<file path="src/common/bio_pkg.sv">
// package: register map, reset values and widths for the bidirectional io ports
package bio_pkg;

  // ***************************************************************
  // register indices on the data memory port
  // ***************************************************************
  localparam logic [3:0] ADR_PORT_A_DATA      = 4'h0;
  localparam logic [3:0] ADR_PORT_A_DIRECTION = 4'h1;
  localparam logic [3:0] ADR_PORT_A_PULLUP    = 4'h2;
  localparam logic [3:0] ADR_PORT_A_WAKE      = 4'h3;
  localparam logic [3:0] ADR_PORT_B_DATA      = 4'h4;
  localparam logic [3:0] ADR_PORT_B_DIRECTION = 4'h5;
  localparam logic [3:0] ADR_PORT_B_PULLUP    = 4'h6;
  localparam logic [3:0] ADR_PORT_C_DATA      = 4'h8;
  localparam logic [3:0] ADR_PORT_C_DIRECTION = 4'h9;
  localparam logic [3:0] ADR_PORT_C_PULLUP    = 4'ha;
  localparam logic [3:0] ADR_STRENGTH         = 4'hb;

  // ***************************************************************
  // reset values and field positions
  // ***************************************************************
  localparam logic [7:0] RST_DATA      = 8'h00;
  localparam logic [7:0] RST_DIRECTION = 8'hff;
  localparam logic [7:0] RST_PULLUP    = 8'h00;
  localparam logic [7:0] RST_WAKE      = 8'h00;
  localparam logic       RST_STRENGTH  = 1'h0;
  localparam int         STRONG_PULLUP_BIT = 0;
  localparam logic [7:0] ZERO_BYTE     = 8'h00;

  // port index, one value per port and one for none
  typedef enum logic [1:0] {
    BIO_PORT_A = 2'b00,
    BIO_PORT_B = 2'b01,
    BIO_PORT_C = 2'b10,
    BIO_PORT_NONE = 2'b11
  } bio_port_t;

endpackage : bio_pkg

</file>
<file path="src/rtl/bio_port_slice.sv">
// one eight-pin port: data latch, direction, pull-high and read mux
`timescale 1ns/1ps
module bio_port_slice #(
  parameter logic [7:0] PIN_MASK = 8'hff
) (
  input  wire logic       ref_clk,
  input  wire logic       nrst,
  input  wire logic       wr_data,
  input  wire logic       wr_dir,
  input  wire logic       wr_pu,
  input  wire logic [7:0] wdata,
  input  wire logic [7:0] pin_in,
  input  wire logic [7:0] pin_nmos,
  output logic      [7:0] data_q,
  output logic      [7:0] dir_q,
  output logic      [7:0] pu_q,
  output logic      [7:0] rd_val,
  output logic      [7:0] oe_nxt,
  output logic      [7:0] pu_nxt
);

  // ***************************************************************
  // control latches
  // ***************************************************************
  // unimplemented data and pull-high bits never store, unimplemented direction bits are held at one; reads mask them to zero
  always_ff @(posedge ref_clk or negedge nrst)
  begin
    if (!nrst)
    begin
      data_q <= bio_pkg::RST_DATA;
      dir_q  <= bio_pkg::RST_DIRECTION;
      pu_q   <= bio_pkg::RST_PULLUP;
    end
    else
    begin
      if (wr_data) data_q <= wdata & PIN_MASK;
      if (wr_dir)  dir_q  <= wdata | ~PIN_MASK;
      if (wr_pu)   pu_q   <= wdata & PIN_MASK;
    end
  end

  // ***************************************************************
  // read mux and pin controls
  // ***************************************************************
  // inputs read the live pin, outputs read the latch; no input latching
  assign rd_val = ((dir_q & pin_in) | (~dir_q & data_q)) & PIN_MASK;
  assign oe_nxt = ~dir_q & PIN_MASK;
  // pull-high only for a digital input or an nmos output
  assign pu_nxt = pu_q & (dir_q | pin_nmos) & PIN_MASK;

endmodule : bio_port_slice

</file>
<file path="src/rtl/bio_ports.sv">
// top: three bidirectional io ports with pull-high and port a wake-up
// Contract
// - output latch holds written value until rewritten
// - input reads sample the live pin, no latching
// - bits without a pin read as zero
// - direction one is input, zero is output
// - reading an output pin returns latch contents
// - per-pin pull-high enables, cleared at reset
// - pull-high acts only for digital input or nmos output
// - one global bit selects weak or strong pull-high, reset zero
// - strength bit ignored on pins without pull-high enabled
// - falling edge on enabled port a pin in low power wakes core
// - per-pin wake enables on port a, cleared at reset
// - wake acts only for input pins while in idle or sleep
// - direction bits reset to one, all pins inputs
`timescale 1ns/1ps
module bio_ports #(
  parameter logic [7:0] PORT_A_MASK = 8'hff,
  parameter logic [7:0] PORT_B_MASK = 8'hff,
  parameter logic [7:0] PORT_C_MASK = 8'h3f
) (
  input  wire logic       ref_clk,
  input  wire logic       nrst,
  input  wire logic [3:0] reg_addr,
  input  wire logic       reg_wr,
  input  wire logic       reg_rd,
  input  wire logic [7:0] reg_wdata,
  output logic      [7:0] reg_rdata_ff,
  input  wire logic       core_low_power,
  input  wire logic [7:0] port_a_nmos,
  input  wire logic [7:0] port_b_nmos,
  input  wire logic [7:0] port_c_nmos,
  input  wire logic [7:0] port_a_in,
  input  wire logic [7:0] port_b_in,
  input  wire logic [7:0] port_c_in,
  output logic      [7:0] port_a_out_ff,
  output logic      [7:0] port_b_out_ff,
  output logic      [7:0] port_c_out_ff,
  output logic      [7:0] port_a_oe_ff,
  output logic      [7:0] port_b_oe_ff,
  output logic      [7:0] port_c_oe_ff,
  output logic      [7:0] port_a_pu_ff,
  output logic      [7:0] port_b_pu_ff,
  output logic      [7:0] port_c_pu_ff,
  output logic            strong_pullup_ff,
  output logic            wake_req_ff
);

  // ***************************************************************
  // address decode
  // ***************************************************************
  function automatic logic hit(input logic [3:0] a, input logic [3:0] ref_a);
    hit = (a == ref_a);
  endfunction : hit

  wire logic wr_a_data = reg_wr & hit(reg_addr, bio_pkg::ADR_PORT_A_DATA);
  wire logic wr_a_dir  = reg_wr & hit(reg_addr, bio_pkg::ADR_PORT_A_DIRECTION);
  wire logic wr_a_pu   = reg_wr & hit(reg_addr, bio_pkg::ADR_PORT_A_PULLUP);
  wire logic wr_a_wake = reg_wr & hit(reg_addr, bio_pkg::ADR_PORT_A_WAKE);
  wire logic wr_b_data = reg_wr & hit(reg_addr, bio_pkg::ADR_PORT_B_DATA);
  wire logic wr_b_dir  = reg_wr & hit(reg_addr, bio_pkg::ADR_PORT_B_DIRECTION);
  wire logic wr_b_pu   = reg_wr & hit(reg_addr, bio_pkg::ADR_PORT_B_PULLUP);
  wire logic wr_c_data = reg_wr & hit(reg_addr, bio_pkg::ADR_PORT_C_DATA);
  wire logic wr_c_dir  = reg_wr & hit(reg_addr, bio_pkg::ADR_PORT_C_DIRECTION);
  wire logic wr_c_pu   = reg_wr & hit(reg_addr, bio_pkg::ADR_PORT_C_PULLUP);
  wire logic wr_str    = reg_wr & hit(reg_addr, bio_pkg::ADR_STRENGTH);

  // ***************************************************************
  // port slices
  // ***************************************************************
  logic [7:0] a_data, a_dir, a_pu, a_rd, a_oe, a_pun;
  logic [7:0] b_data, b_dir, b_pu, b_rd, b_oe, b_pun;
  logic [7:0] c_data, c_dir, c_pu, c_rd, c_oe, c_pun;

  bio_port_slice #(.PIN_MASK(PORT_A_MASK)) u_port_a (
    .ref_clk  (ref_clk),
    .nrst     (nrst),
    .wr_data  (wr_a_data),
    .wr_dir   (wr_a_dir),
    .wr_pu    (wr_a_pu),
    .wdata    (reg_wdata),
    .pin_in   (port_a_in),
    .pin_nmos (port_a_nmos),
    .data_q   (a_data),
    .dir_q    (a_dir),
    .pu_q     (a_pu),
    .rd_val   (a_rd),
    .oe_nxt   (a_oe),
    .pu_nxt   (a_pun)
  );

  bio_port_slice #(.PIN_MASK(PORT_B_MASK)) u_port_b (
    .ref_clk  (ref_clk),
    .nrst     (nrst),
    .wr_data  (wr_b_data),
    .wr_dir   (wr_b_dir),
    .wr_pu    (wr_b_pu),
    .wdata    (reg_wdata),
    .pin_in   (port_b_in),
    .pin_nmos (port_b_nmos),
    .data_q   (b_data),
    .dir_q    (b_dir),
    .pu_q     (b_pu),
    .rd_val   (b_rd),
    .oe_nxt   (b_oe),
    .pu_nxt   (b_pun)
  );

  bio_port_slice #(.PIN_MASK(PORT_C_MASK)) u_port_c (
    .ref_clk  (ref_clk),
    .nrst     (nrst),
    .wr_data  (wr_c_data),
    .wr_dir   (wr_c_dir),
    .wr_pu    (wr_c_pu),
    .wdata    (reg_wdata),
    .pin_in   (port_c_in),
    .pin_nmos (port_c_nmos),
    .data_q   (c_data),
    .dir_q    (c_dir),
    .pu_q     (c_pu),
    .rd_val   (c_rd),
    .oe_nxt   (c_oe),
    .pu_nxt   (c_pun)
  );

  // ***************************************************************
  // wake enables and strength
  // ***************************************************************
  logic [7:0] wake_en_ff;
  logic       strength_ff;

  always_ff @(posedge ref_clk or negedge nrst)
  begin
    if (!nrst)
    begin
      wake_en_ff  <= bio_pkg::RST_WAKE;
      strength_ff <= bio_pkg::RST_STRENGTH;
    end
    else
    begin
      if (wr_a_wake) wake_en_ff <= reg_wdata & PORT_A_MASK;
      if (wr_str) strength_ff <= reg_wdata[bio_pkg::STRONG_PULLUP_BIT];
    end
  end

  // ***************************************************************
  // read data
  // ***************************************************************
  logic [7:0] nxt_rdata;
  always_comb
  begin
    nxt_rdata = bio_pkg::ZERO_BYTE;  // unmapped indices read zero
    case (reg_addr)
      bio_pkg::ADR_PORT_A_DATA:      nxt_rdata = a_rd;
      bio_pkg::ADR_PORT_A_DIRECTION: nxt_rdata = a_dir & PORT_A_MASK;
      bio_pkg::ADR_PORT_A_PULLUP:    nxt_rdata = a_pu;
      bio_pkg::ADR_PORT_A_WAKE:      nxt_rdata = wake_en_ff;
      bio_pkg::ADR_PORT_B_DATA:      nxt_rdata = b_rd;
      bio_pkg::ADR_PORT_B_DIRECTION: nxt_rdata = b_dir & PORT_B_MASK;
      bio_pkg::ADR_PORT_B_PULLUP:    nxt_rdata = b_pu;
      bio_pkg::ADR_PORT_C_DATA:      nxt_rdata = c_rd;
      bio_pkg::ADR_PORT_C_DIRECTION: nxt_rdata = c_dir & PORT_C_MASK;
      bio_pkg::ADR_PORT_C_PULLUP:    nxt_rdata = c_pu;
      bio_pkg::ADR_STRENGTH:
        nxt_rdata = {7'h00, strength_ff};
      default:                       nxt_rdata = bio_pkg::ZERO_BYTE;
    endcase
  end

  // ***************************************************************
  // wake detect
  // ***************************************************************
  // previous pin level for a falling-edge test; pins treated as synchronous
  logic [7:0] a_prev_ff;
  wire logic [7:0] wake_hits = wake_en_ff & a_dir & a_prev_ff & ~port_a_in;
  wire logic       nxt_wake  = core_low_power & (|wake_hits);

  // strength only matters where some pull-high actually is on
  wire logic nxt_strong = strength_ff & (|{a_pun, b_pun, c_pun});

  // ***************************************************************
  // output flops
  // ***************************************************************
  always_ff @(posedge ref_clk or negedge nrst)
  begin
    if (!nrst)
    begin
      reg_rdata_ff     <= bio_pkg::ZERO_BYTE;
      a_prev_ff        <= bio_pkg::ZERO_BYTE;
      port_a_out_ff    <= bio_pkg::ZERO_BYTE;
      port_b_out_ff    <= bio_pkg::ZERO_BYTE;
      port_c_out_ff    <= bio_pkg::ZERO_BYTE;
      port_a_oe_ff     <= bio_pkg::ZERO_BYTE;
      port_b_oe_ff     <= bio_pkg::ZERO_BYTE;
      port_c_oe_ff     <= bio_pkg::ZERO_BYTE;
      port_a_pu_ff     <= bio_pkg::ZERO_BYTE;
      port_b_pu_ff     <= bio_pkg::ZERO_BYTE;
      port_c_pu_ff     <= bio_pkg::ZERO_BYTE;
      strong_pullup_ff <= 1'b0;
      wake_req_ff      <= 1'b0;
    end
    else
    begin
      if (reg_rd) reg_rdata_ff <= nxt_rdata;   // sampled on the read cycle
      a_prev_ff        <= port_a_in;
      port_a_out_ff    <= a_data & a_oe;
      port_b_out_ff    <= b_data & b_oe;
      port_c_out_ff    <= c_data & c_oe;
      port_a_oe_ff     <= a_oe;
      port_b_oe_ff     <= b_oe;
      port_c_oe_ff     <= c_oe;
      port_a_pu_ff     <= a_pun;
      port_b_pu_ff     <= b_pun;
      port_c_pu_ff     <= c_pun;
      strong_pullup_ff <= nxt_strong;
      wake_req_ff      <= nxt_wake;
    end
  end
endmodule : bio_ports

</file>
<file path="config.mk">
export PLATFORM = sky130hd
export DESIGN_NAME = bio_ports
export DESIGN_NICKNAME = d
export VERILOG_FILES = /design/src/common/bio_pkg.sv /design/src/rtl/bio_port_slice.sv /design/src/rtl/bio_ports.sv
export SDC_FILE = /design/constraint.sdc
export NUM_CORES = 1
export LEC_CHECK = 0
export BUFFER_PORTS_ARGS = -buffer_cell sky130_fd_sc_hd__buf_4
export CAP_MARGIN = 40
export CELL_PAD_IN_SITES_DETAIL_PLACEMENT = 1
export CELL_PAD_IN_SITES_GLOBAL_PLACEMENT = 2
export CORE_MARGIN = 5
export CORE_UTILIZATION = 30
export DETAILED_ROUTE_END_ITERATION = 8
export PLACE_DENSITY = 0.64
export SLEW_MARGIN = 0
export SYNTH_ARGS = -nofsm -noshare
export SYNTH_HDL_FRONTEND = slang
export SYNTH_HIERARCHICAL = 1
export SYNTH_SLANG_ARGS = --single-unit
</file>
<file path="constraint.sdc">
create_clock -name ref_clk -period 4.51 [get_ports ref_clk]
set_input_delay 0.451 -clock ref_clk [delete_from_list [all_inputs] [get_ports ref_clk]]
set_output_delay 0.451 -clock ref_clk [all_outputs]
set_load 0.02 [all_outputs]
</file>
== Word-level counts from Yosys, hierarchy flattened ==
Cells that the tools add are included.
Word-level totals
  register bits after elaboration: 159
  input port bits: 65
  output and inout port bits: 82
  logic and storage cells: 74
Cells by class
  equal/unequal tests: 10
  mux-type cells: 1
  bitwise operators: 36
  reductions and logical operators: 3
Operator list (count)
  case mux 8 bit (11 select lines): 1
  bitwise AND 8 bit: 9
  OR 8 bit: 4
  bitwise AND 6 bit: 4
  inverter 8 bit: 3
  OR reduction 22 bit: 1
  equality test 4 bit (second input constant): 4
  bitwise AND 1 bit: 13
  equality test 4 x 3 -> 1 bit (second input constant): 3
  OR 6 bit: 2
  equality test 4 x 2 -> 1 bit (second input constant): 2
  OR reduction 8 bit: 1
  inverter 6 bit: 1
  equality test 4 x 1 -> 1 bit (second input constant): 1
  logical NOT 4 bit: 1

== Logic depth before layout (Yosys ltp) ==
Gate-level depths: netlist of run 1.
  depth in word-level cells: 5
  gate-level depth with buffers: 7
  gate-level depth less buffers: 5

== Modules after synthesis ==
The synthesis of run 1 kept the hierarchy.
Modules (own cells, without submodules)
  bio_ports: times used 1, cells each 299, area an instance 3921.3 sq um, sequential area each 2477.4 sq um
  bio_port_slice (u_port_a ...): times used 2, cells each 75, area an instance 1184.9 sq um, sequential area each 610.6 sq um
  bio_port_slice (u_port_c): times used 1, cells each 71, area an instance 994.7 sq um, sequential area each 457.9 sq um

== Worst setup path after synthesis of run 1 ==
No wires, ideal clock.
  path type: register to register
  start: register u_port_b.dir_q[0]
  end: register reg_rdata_ff[0]
  library setup time: 139 ps
  arrival time: 1717 ps
  data required time: 4371 ps
  setup slack: 2654 ps
  stages on the path, launching flop included: 6
  path buffers: 0
  period minus slack after synthesis: 1856 ps
  cells stage by stage: dfstp_2 > mux2_2 > mux2_4 > a311o_1 > a22oi_2 > o221ai_2
Between the ends
  word-level cells in the longest chain between the ends: 4
  elaborated cells on any way between the ends: 5
  classes of those cells: 1 x mux; 4 x bitwise
RTL lines
  start, declared: RTL line bio_port_slice.sv:15  | output logic [7:0] dir_q,
  start signal, assigned: RTL line bio_port_slice.sv:31  | dir_q <= bio_pkg::RST_DIRECTION;
  start signal, assigned: RTL line bio_port_slice.sv:37  | if (wr_dir) dir_q <= wdata | ~PIN_MASK;
  inverter 8 bit: RTL line bio_port_slice.sv:46  | assign rd_val = ((dir_q & pin_in) | (~dir_q & data_q)) & PIN_MASK;
  bitwise AND 8 bit: RTL line bio_port_slice.sv:46
  OR 8 bit *: RTL line bio_port_slice.sv:46
  named net b_rd[0]: RTL line bio_ports.sv:72  | logic [7:0] b_data, b_dir, b_pu, b_rd, b_oe, b_pun;
  case mux 8 bit (11 select lines) *: RTL line bio_ports.sv:153  | case (reg_addr)
  end signal, assigned: RTL line bio_ports.sv:188  | reg_rdata_ff <= bio_pkg::ZERO_BYTE;
  end signal, assigned: RTL line bio_ports.sv:204  | if (reg_rd) reg_rdata_ff <= nxt_rdata;
  end, declared: RTL line bio_ports.sv:28  | output logic [7:0] reg_rdata_ff,
The timed path passes the listed nets; every way through them passes the cells marked *.
A chain may end at the register's enable or synchronous reset.

== Worst setup path in the final report of run 1 ==
  start: input reg_addr[2]
  end: register u_port_b.pu_q[3]
Between the ends
  word-level cells in the longest chain between the ends: 2
RTL lines
  start, declared: RTL line bio_ports.sv:24  | input wire logic [3:0] reg_addr,
  equality test 4 x 3 -> 1 bit: RTL line bio_ports.sv:53  | hit = (a == ref_a);
  bitwise AND 1 bit: RTL line bio_ports.sv:62  | wire logic wr_b_pu = reg_wr & hit(reg_addr, bio_pkg::ADR_PORT_B_PULLUP);
  named net wr_b_pu: RTL line bio_ports.sv:62
  end signal, assigned: RTL line bio_port_slice.sv:32  | pu_q <= bio_pkg::RST_PULLUP;
  end signal, assigned: RTL line bio_port_slice.sv:38  | if (wr_pu) pu_q <= wdata & PIN_MASK;
  end, declared: RTL line bio_port_slice.sv:16  | output logic [7:0] pu_q,
The timed path passes the listed nets, and every way through them passes these cells.

==> results of run 1 <==
-- stage by stage --
stage / std cells / utilization (%) / setup WS (ps)
2_1_floorplan: 526 / - / 2650
4_1_cts: 1003 / 38.2 / 2370
3_5_place_dp: 971 / 35.9 / 1930
5_1_grt: 1003 / 38.2 / 2260
6_report: 1003 / 38.2 / 2300
3_3_place_gp: 965 / 35.6 / 1980
-- metal layers --
| metal | share of wire [%] | vias to the layer above |
|---|---|---|
| met5 | 0 | - |
| met4 | 1.7 | 0 |
| met3 | 5.2 | 25 |
| met2 | 49 | 140 |
| met1 | 44 | 2455 |
| li1 | - | 2116 |
-- power by group --
part / switching (mW) / total, mW / internal [mW]
clock network: 0.599 / 1.41 / 0.810
logic: 0.559 / 1.16 / 0.602
registers: 0.233 / 2.06 / 1.83
-- state kept, by name (all words and copies together) (netlist names), 8 cells and up --
signal           cells
a_prev_ff            8
port_a_oe_ff         8
port_a_out_ff        8
port_a_pu_ff         8
port_b_oe_ff         8
port_b_out_ff        8
port_b_pu_ff         8
port_c_oe_ff         8
port_c_out_ff        8
port_c_pu_ff         8
reg_rdata_ff         8
u_port_a/data_q      8
u_port_a/dir_q       8
u_port_a/pu_q        8
u_port_b/data_q      8
u_port_b/dir_q       8
u_port_b/pu_q        8
wake_en_ff           8
-- critical path, cell delays in order --
cell     delay [ps]
buf_4           320
nor2b_1         250
nand2_1         140
nor2_1          710
buf_4           320
mux2_4          310
-- placed cells by master, fill, tap and decap left out, types with 3 or more instances in the layout --
master	instances
buf_4	153
dfrtp_1	143
mux2_4	67
inv_1	28
and2_1	24
o21a_1	24
mux2_2	24
dfstp_2	22
clkbuf_16	17
nor2_1	16
mux2_1	13
nand2_1	11
conb_1	10
nand3b_1	9
nand4b_1	8
nor2b_1	7
mux2i_1	7
nor4_1	6
a21oi_1	6
a22oi_1	6
clkbuf_1	4
clkinv_2	4
nand4_1	3
a31oi_1	3
o32ai_1	3
a32o_1	3
a211oi_1	3
o2bb2ai_1	3
and3_1	3
a32oi_1	3
-- final timing paths --
path	slack, ps	to	from	depth (start not counted)
max	2300	u_port_b/pu_q[3]$_DFFE_PN0P_	reg_addr[2]	6
min	140	a_prev_ff[7]$_DFF_PN0_	port_a_in[7]	1
max reg2reg	2520	reg_rdata_ff[0]$_DFFE_PN0P_	u_port_b/dir_q[0]$_DFFE_PN1P_	5
min reg2reg	490	port_c_oe_ff[0]$_DFF_PN0_	u_port_c/dir_q[0]$_DFFE_PN1P_	1
max in group asynchronous	2920	u_port_b/dir_q[4]$_DFFE_PN1P_	nrst	4
min in group asynchronous	430	port_b_oe_ff[3]$_DFF_PN0_	nrst	2
-- area by class of cell --
| cell class | count | area (µm²) | area share (%) |
|---|---|---|---|
| flip-flops and latches | 165 | 4160 | 45.1 |
| clock inverters | 10 | 113 | 1.22 |
| multi-input cells | 297 | 2770 | 30.1 |
| well taps | 324 | 405 | 4.40 |
| repair buffers | 158 | 1220 | 13.3 |
| clock buffers | 21 | 440 | 4.78 |
| inverters | 28 | 105 | 1.14 |
==> results.tsv, run 1 <==
stage	metric	value	unit
hold_path	hold_path_class	input port to register	
floorplanning	ios	147	
floorplanning	die-width	166	µm
critical_path	end_kind	register	
clock_network	cts_inserted_buffers	17	
route	dr_total_vias	4736	
clock_network	cts_hold_buf	1	
placement	dpl.hpwl	16.2	mm
status	outcome	completed	
cells_and_area	postLayoutCellArea	0.00922	mm²
route	routed_wl	22.1	mm
global_routing	grt_antenna_before_repair	0	
sta	fin_skew	8.03	ps
placement	io_buffers	142	
placement	gp_congestion	0.785	
sta	worst_pin_slew	891	ps
global_routing	met3_usage	4.41	%
synthesis	syn_area_per_cell	14.1	µm²
clock_network	cts-resized-gates	0	
synthesis	ys.warnings.count	6	
clock_network	htree_levels	4	
cells_and_area	num_antenna_cells	0	
route	post_drt_wl_per_cell	22.1	µm
global_routing	top_usage_layer	met2	
floorplanning	rows	57	
sta	relSlewSlack	40.4	%
cells_and_area	drive_above_1_share	45.1	%
global_routing	grt_max_degree	91	
sta	setup_tns	0	ps
sta	fmax	453	MHz
power_and_ir_drop	power_density	502	mW/mm²
route	dr.pass1.iters	4	
synthesis	syn_area	0.00727	mm²
critical_path	path_class	input port to register	
power_and_ir_drop	vdd_drop_max	0.219	mV
route	drc	0	
placement	place_area	0.00865	mm²
route	via_per_inst	4.72	
clock_network	cts.sinks	165	
critical_path	cp_max_fo	29	
sta	fin_crit	2210	ps
flow_run	maxCapViolations	0	
floorplanning	die_area	0.0274	mm²
sta	timing.final.hold_violations	0	
floorplanning	core_area	0.0241	mm²
sta	hold_slack	141	ps
route	first_iter_violations	210	
clock_network	clk_pin_slew	70	ps
clock_network	cts_setup_buffers	0	
cells_and_area	num-fill-cells	2567	
clock_network	cts_root_buffer	clkbuf_16	
route	detail-route-antenna-nets	0	
global_routing	met2_usage	26.8	%
sta	final-setup-viol-count	0	
critical_path	required	4830	ps
global_routing	grt_overflow	0	
cells_and_area	area.growth.synth_to_final	26.8	%
synthesis	syn_inst	517	
floorplanning	initial_core_util	30.1	%
floorplanning	fp.dieH	166	µm
sta	rsz0062_at_grt	no	
power_and_ir_drop	power.total	4.63	mW
critical_path	cp.arrival	2520	ps
sta	finalMaxSlewViolations	0	
sta	fin_crit_sh	48.9	%
global_routing	met1_usage	20.9	%
global_routing	grt_pass1_wl	34.1	mm
global_routing	grt_use_total	16.2	%
power_and_ir_drop	p_leak	4.20	nW
clock_network	clk_latency	430	ps
clock_network	cts_buffer_depth	2	
cells_and_area	fin_nets	732	
global_routing	grt_pass1_vias	5461	
clock_network	cts_tree	built	
critical_path	startpoint_type	input port	
Note: power is estimated with default switching activity, not from simulation.
==> run 2: changes to the inputs <==
==> constraint.sdc (replaced) <==
create_clock -name ref_clk -period 2.2 [get_ports ref_clk]
set_input_delay 0.22 -clock ref_clk [delete_from_list [all_inputs] [get_ports ref_clk]]
set_output_delay 0.22 -clock ref_clk [all_outputs]
set_load 0.02 [all_outputs]
==> run 2 against run 1 <==
Sequential cell count unchanged. Clock power rose by 120%. Worst hold slack lost 120 ps. Wire length decreased by 0.45%. Register-to-register slack got worse by 2300 ps. Sequential power is 100% higher. Sequential share of layout area fell by 0.98 points. Critical path type is now register to register. Largest power group unchanged.
==> results.tsv, run 2 (synthesized netlist as in run 1, its figures left out) <==
stage	metric	value	unit	change
sta	fin_crit_sh	89.3	%	
global_routing	met3_usage	3.72	%	-0.69 points
critical_path	path_class	register to register		
global_routing	grt_pass1_vias	5545		+1.5%
floorplanning	initial_core_util	30.1	%	unchanged
sta	final-setup-viol-count	0		unchanged
route	post_drt_wl_per_cell	21.5	µm	-2.4%
global_routing	met1_usage	21.3	%	+0.38 points
clock_network	cts_buffer_depth	2		unchanged
global_routing	grt_antenna_before_repair	0		unchanged
clock_network	cts-resized-gates	0		unchanged
cells_and_area	area.growth.synth_to_final	29.6	%	
cells_and_area	final_common_cell	buf_4		
route	detail-route-antenna-nets	0		unchanged
route	dr.pass1.iters	5		+1
global_routing	grt_overflow	0		unchanged
sta	fin_crit	1970	ps	
status	outcome	completed		
sta	worst_pin_slew	599	ps	-292 ps
power_and_ir_drop	p_clk_share	31.5	%	+1.1 points
power_and_ir_drop	sw_frac_of_total	29.7	%	-0.34 points
sta	finalMaxSlewViolations	0		unchanged
power_and_ir_drop	power.total	9.70	mW	+110%
clock_network	cts_tree	built		
hold_path	hold_path_class	input port to register		
critical_path	required	2510	ps	-2320 ps
power_and_ir_drop	comb_power_share	24.9	%	-0.2 points
route	routed_wl	22.0	mm	-0.45%
power_and_ir_drop	switching_power	2.88	mW	+110%
clock_network	cts_hold_buf	9		+8
critical_path	worst-r2r-cell-count	5		unchanged
power_and_ir_drop	vdd_drop_max	0.437	mV	+100%
clock_network	htree_levels	4		unchanged
power_and_ir_drop	internal-power	6.82	mW	+110%
floorplanning	core_area	0.0241	mm²	unchanged
flow_run	maxCapViolations	0		unchanged
sta	hold_slack	19.0	ps	-122 ps
placement	dpl.hpwl	16.3	mm	+0.89%
clock_network	cts_inserted_buffers	17		unchanged
cells_and_area	final_util	39.1	%	+0.85 points
global_routing	top_usage_layer	met2		
route	drc	0		unchanged
floorplanning	fp.dieH	166	µm	unchanged
global_routing	grt_pass1_wl	34.3	mm	+0.75%
floorplanning	die_area	0.0274	mm²	unchanged
critical_path	cp.arrival	2270	ps	-250 ps
placement	gp_congestion	0.826		+5.3%
critical_path	startpoint_type	register		
clock_network	clk_pin_slew	70	ps	about the same
floorplanning	ios	147		unchanged
critical_path	cp_max_fo	5		-83%
hold_path	hold-path-cell-count	2		+1
route	first_iter_violations	253		+20%
power_and_ir_drop	power_density	1030	mW/mm²	+100%
cells_and_area	layout_common_cells	buf_4, dfrtp_1, mux2_4, inv_1		
floorplanning	rows	57		unchanged
clock_network	clk_latency	420	ps	about the same
critical_path	end_kind	register		
cells_and_area	num_antenna_cells	0		unchanged
sta	rsz0062_at_grt	no		
sta	fin_skew	8.19	ps	+0.161 ps
power_and_ir_drop	p_leak	4.31	nW	+2.6%
clock_network	cts.sinks	165		unchanged
critical_path	r2r_setup_slack	230	ps	-2290 ps
floorplanning	die-width	166	µm	unchanged
sta	timing.final.hold_violations	0		unchanged
route	via_per_inst	4.71		-0.32%
sta	setup_tns	0	ps	unchanged
sta	relSlewSlack	60.0	%	+20 points
sta	fmax	509	MHz	
global_routing	grt_max_degree	58		-36%
global_routing	met2_usage	27.2	%	+0.39 points
cells_and_area	fin_nets	751		+2.6%
global_routing	grt_use_total	16.3	%	+0.032 points
clock_network	cts_root_buffer	clkbuf_16		
clock_network	cts_setup_buffers	0		unchanged
placement	io_buffers	142		unchanged
cells_and_area	drive_above_1_share	45.5	%	+0.43 points
route	dr_total_vias	4815		+1.7%
placement	place_area	0.00872	mm²	+0.82%
cells_and_area	postLayoutCellArea	0.00942	mm²	+2.2%
power_and_ir_drop	pwr-share-seq	43.6	%	-0.9 points
run 2: changes by cell type in the layout (fill, tap and decap cells not counted), sizes merged:
| cell | before | now |
|---|---|---|
| clkinvlp | 2 | 3 |
| buf | 157 | 168 |
| dlygate4sd3 | 1 | 9 |
| clkbuf | 21 | 23 |
| inv | 28 | 29 |
| clkinv | 6 | 3 |
run 2: metal layers:
metal  vias up  wire length (µm)
li1       2153                 -
met1      2522              9950
met3        25               759
met5         -                 0
met2       115             10900
met4         0               393
run 2: worst paths after layout:
path,start,endpoint
hold reg to reg,u_port_b/dir_q[4]$_DFFE_PN1P_,port_b_oe_ff[4]$_DFF_PN0_
hold / removal,core_low_power,wake_req_ff$_DFF_PN0_
setup reg to reg,u_port_b/dir_q[0]$_DFFE_PN1P_,reg_rdata_ff[0]$_DFFE_PN0P_
setup / recovery,u_port_b/dir_q[0]$_DFFE_PN1P_,reg_rdata_ff[0]$_DFFE_PN0P_
max in group asynchronous,nrst,u_port_c/dir_q[3]$_DFFE_PN1P_
min in group asynchronous,nrst,port_c_oe_ff[7]$_DFF_PN0_
run 2: power by group through the flow:
stage / registers [mW] / logic, mW / clock network, mW
2_1_floorplan: 4.51 / 1.06 / 0
3_3_place_gp: 4.26 / 2.39 / 0
3_5_place_dp: 4.28 / 2.43 / 0
4_1_cts: 4.24 / 2.46 / 3.13
5_1_grt: 4.32 / 2.58 / 3.25
6_report: 4.22 / 2.41 / 3.06
run 2: worst max-delay path, stage by stage, from the launching register on:
cell	delay (ps)
dfstp_2	580
mux2_2	340
mux2_4	290
a311o_1	370
a22oi_2	170
o221ai_2	100
run 2: cell type report:
| type | count | area, µm² |
|---|---|---|
| clock inverter | 9 | 118 |
| fill | 2610 | 14700 |
| inverter | 28 | 105 |
| timing repair buffer | 177 | 1380 |
| multi-input combinational | 297 | 2770 |
| sequential | 165 | 4160 |
| clock buffer | 23 | 488 |
| tap | 324 | 405 |
run 2: stage by stage:
step / cells / worst slack [ps]
after global routing: 1023 / 175
final: 1023 / 235
after global placement: 982 / 274
after CTS: 1023 / 238
after detailed placement: 982 / 261
after floorplan: 526 / 344
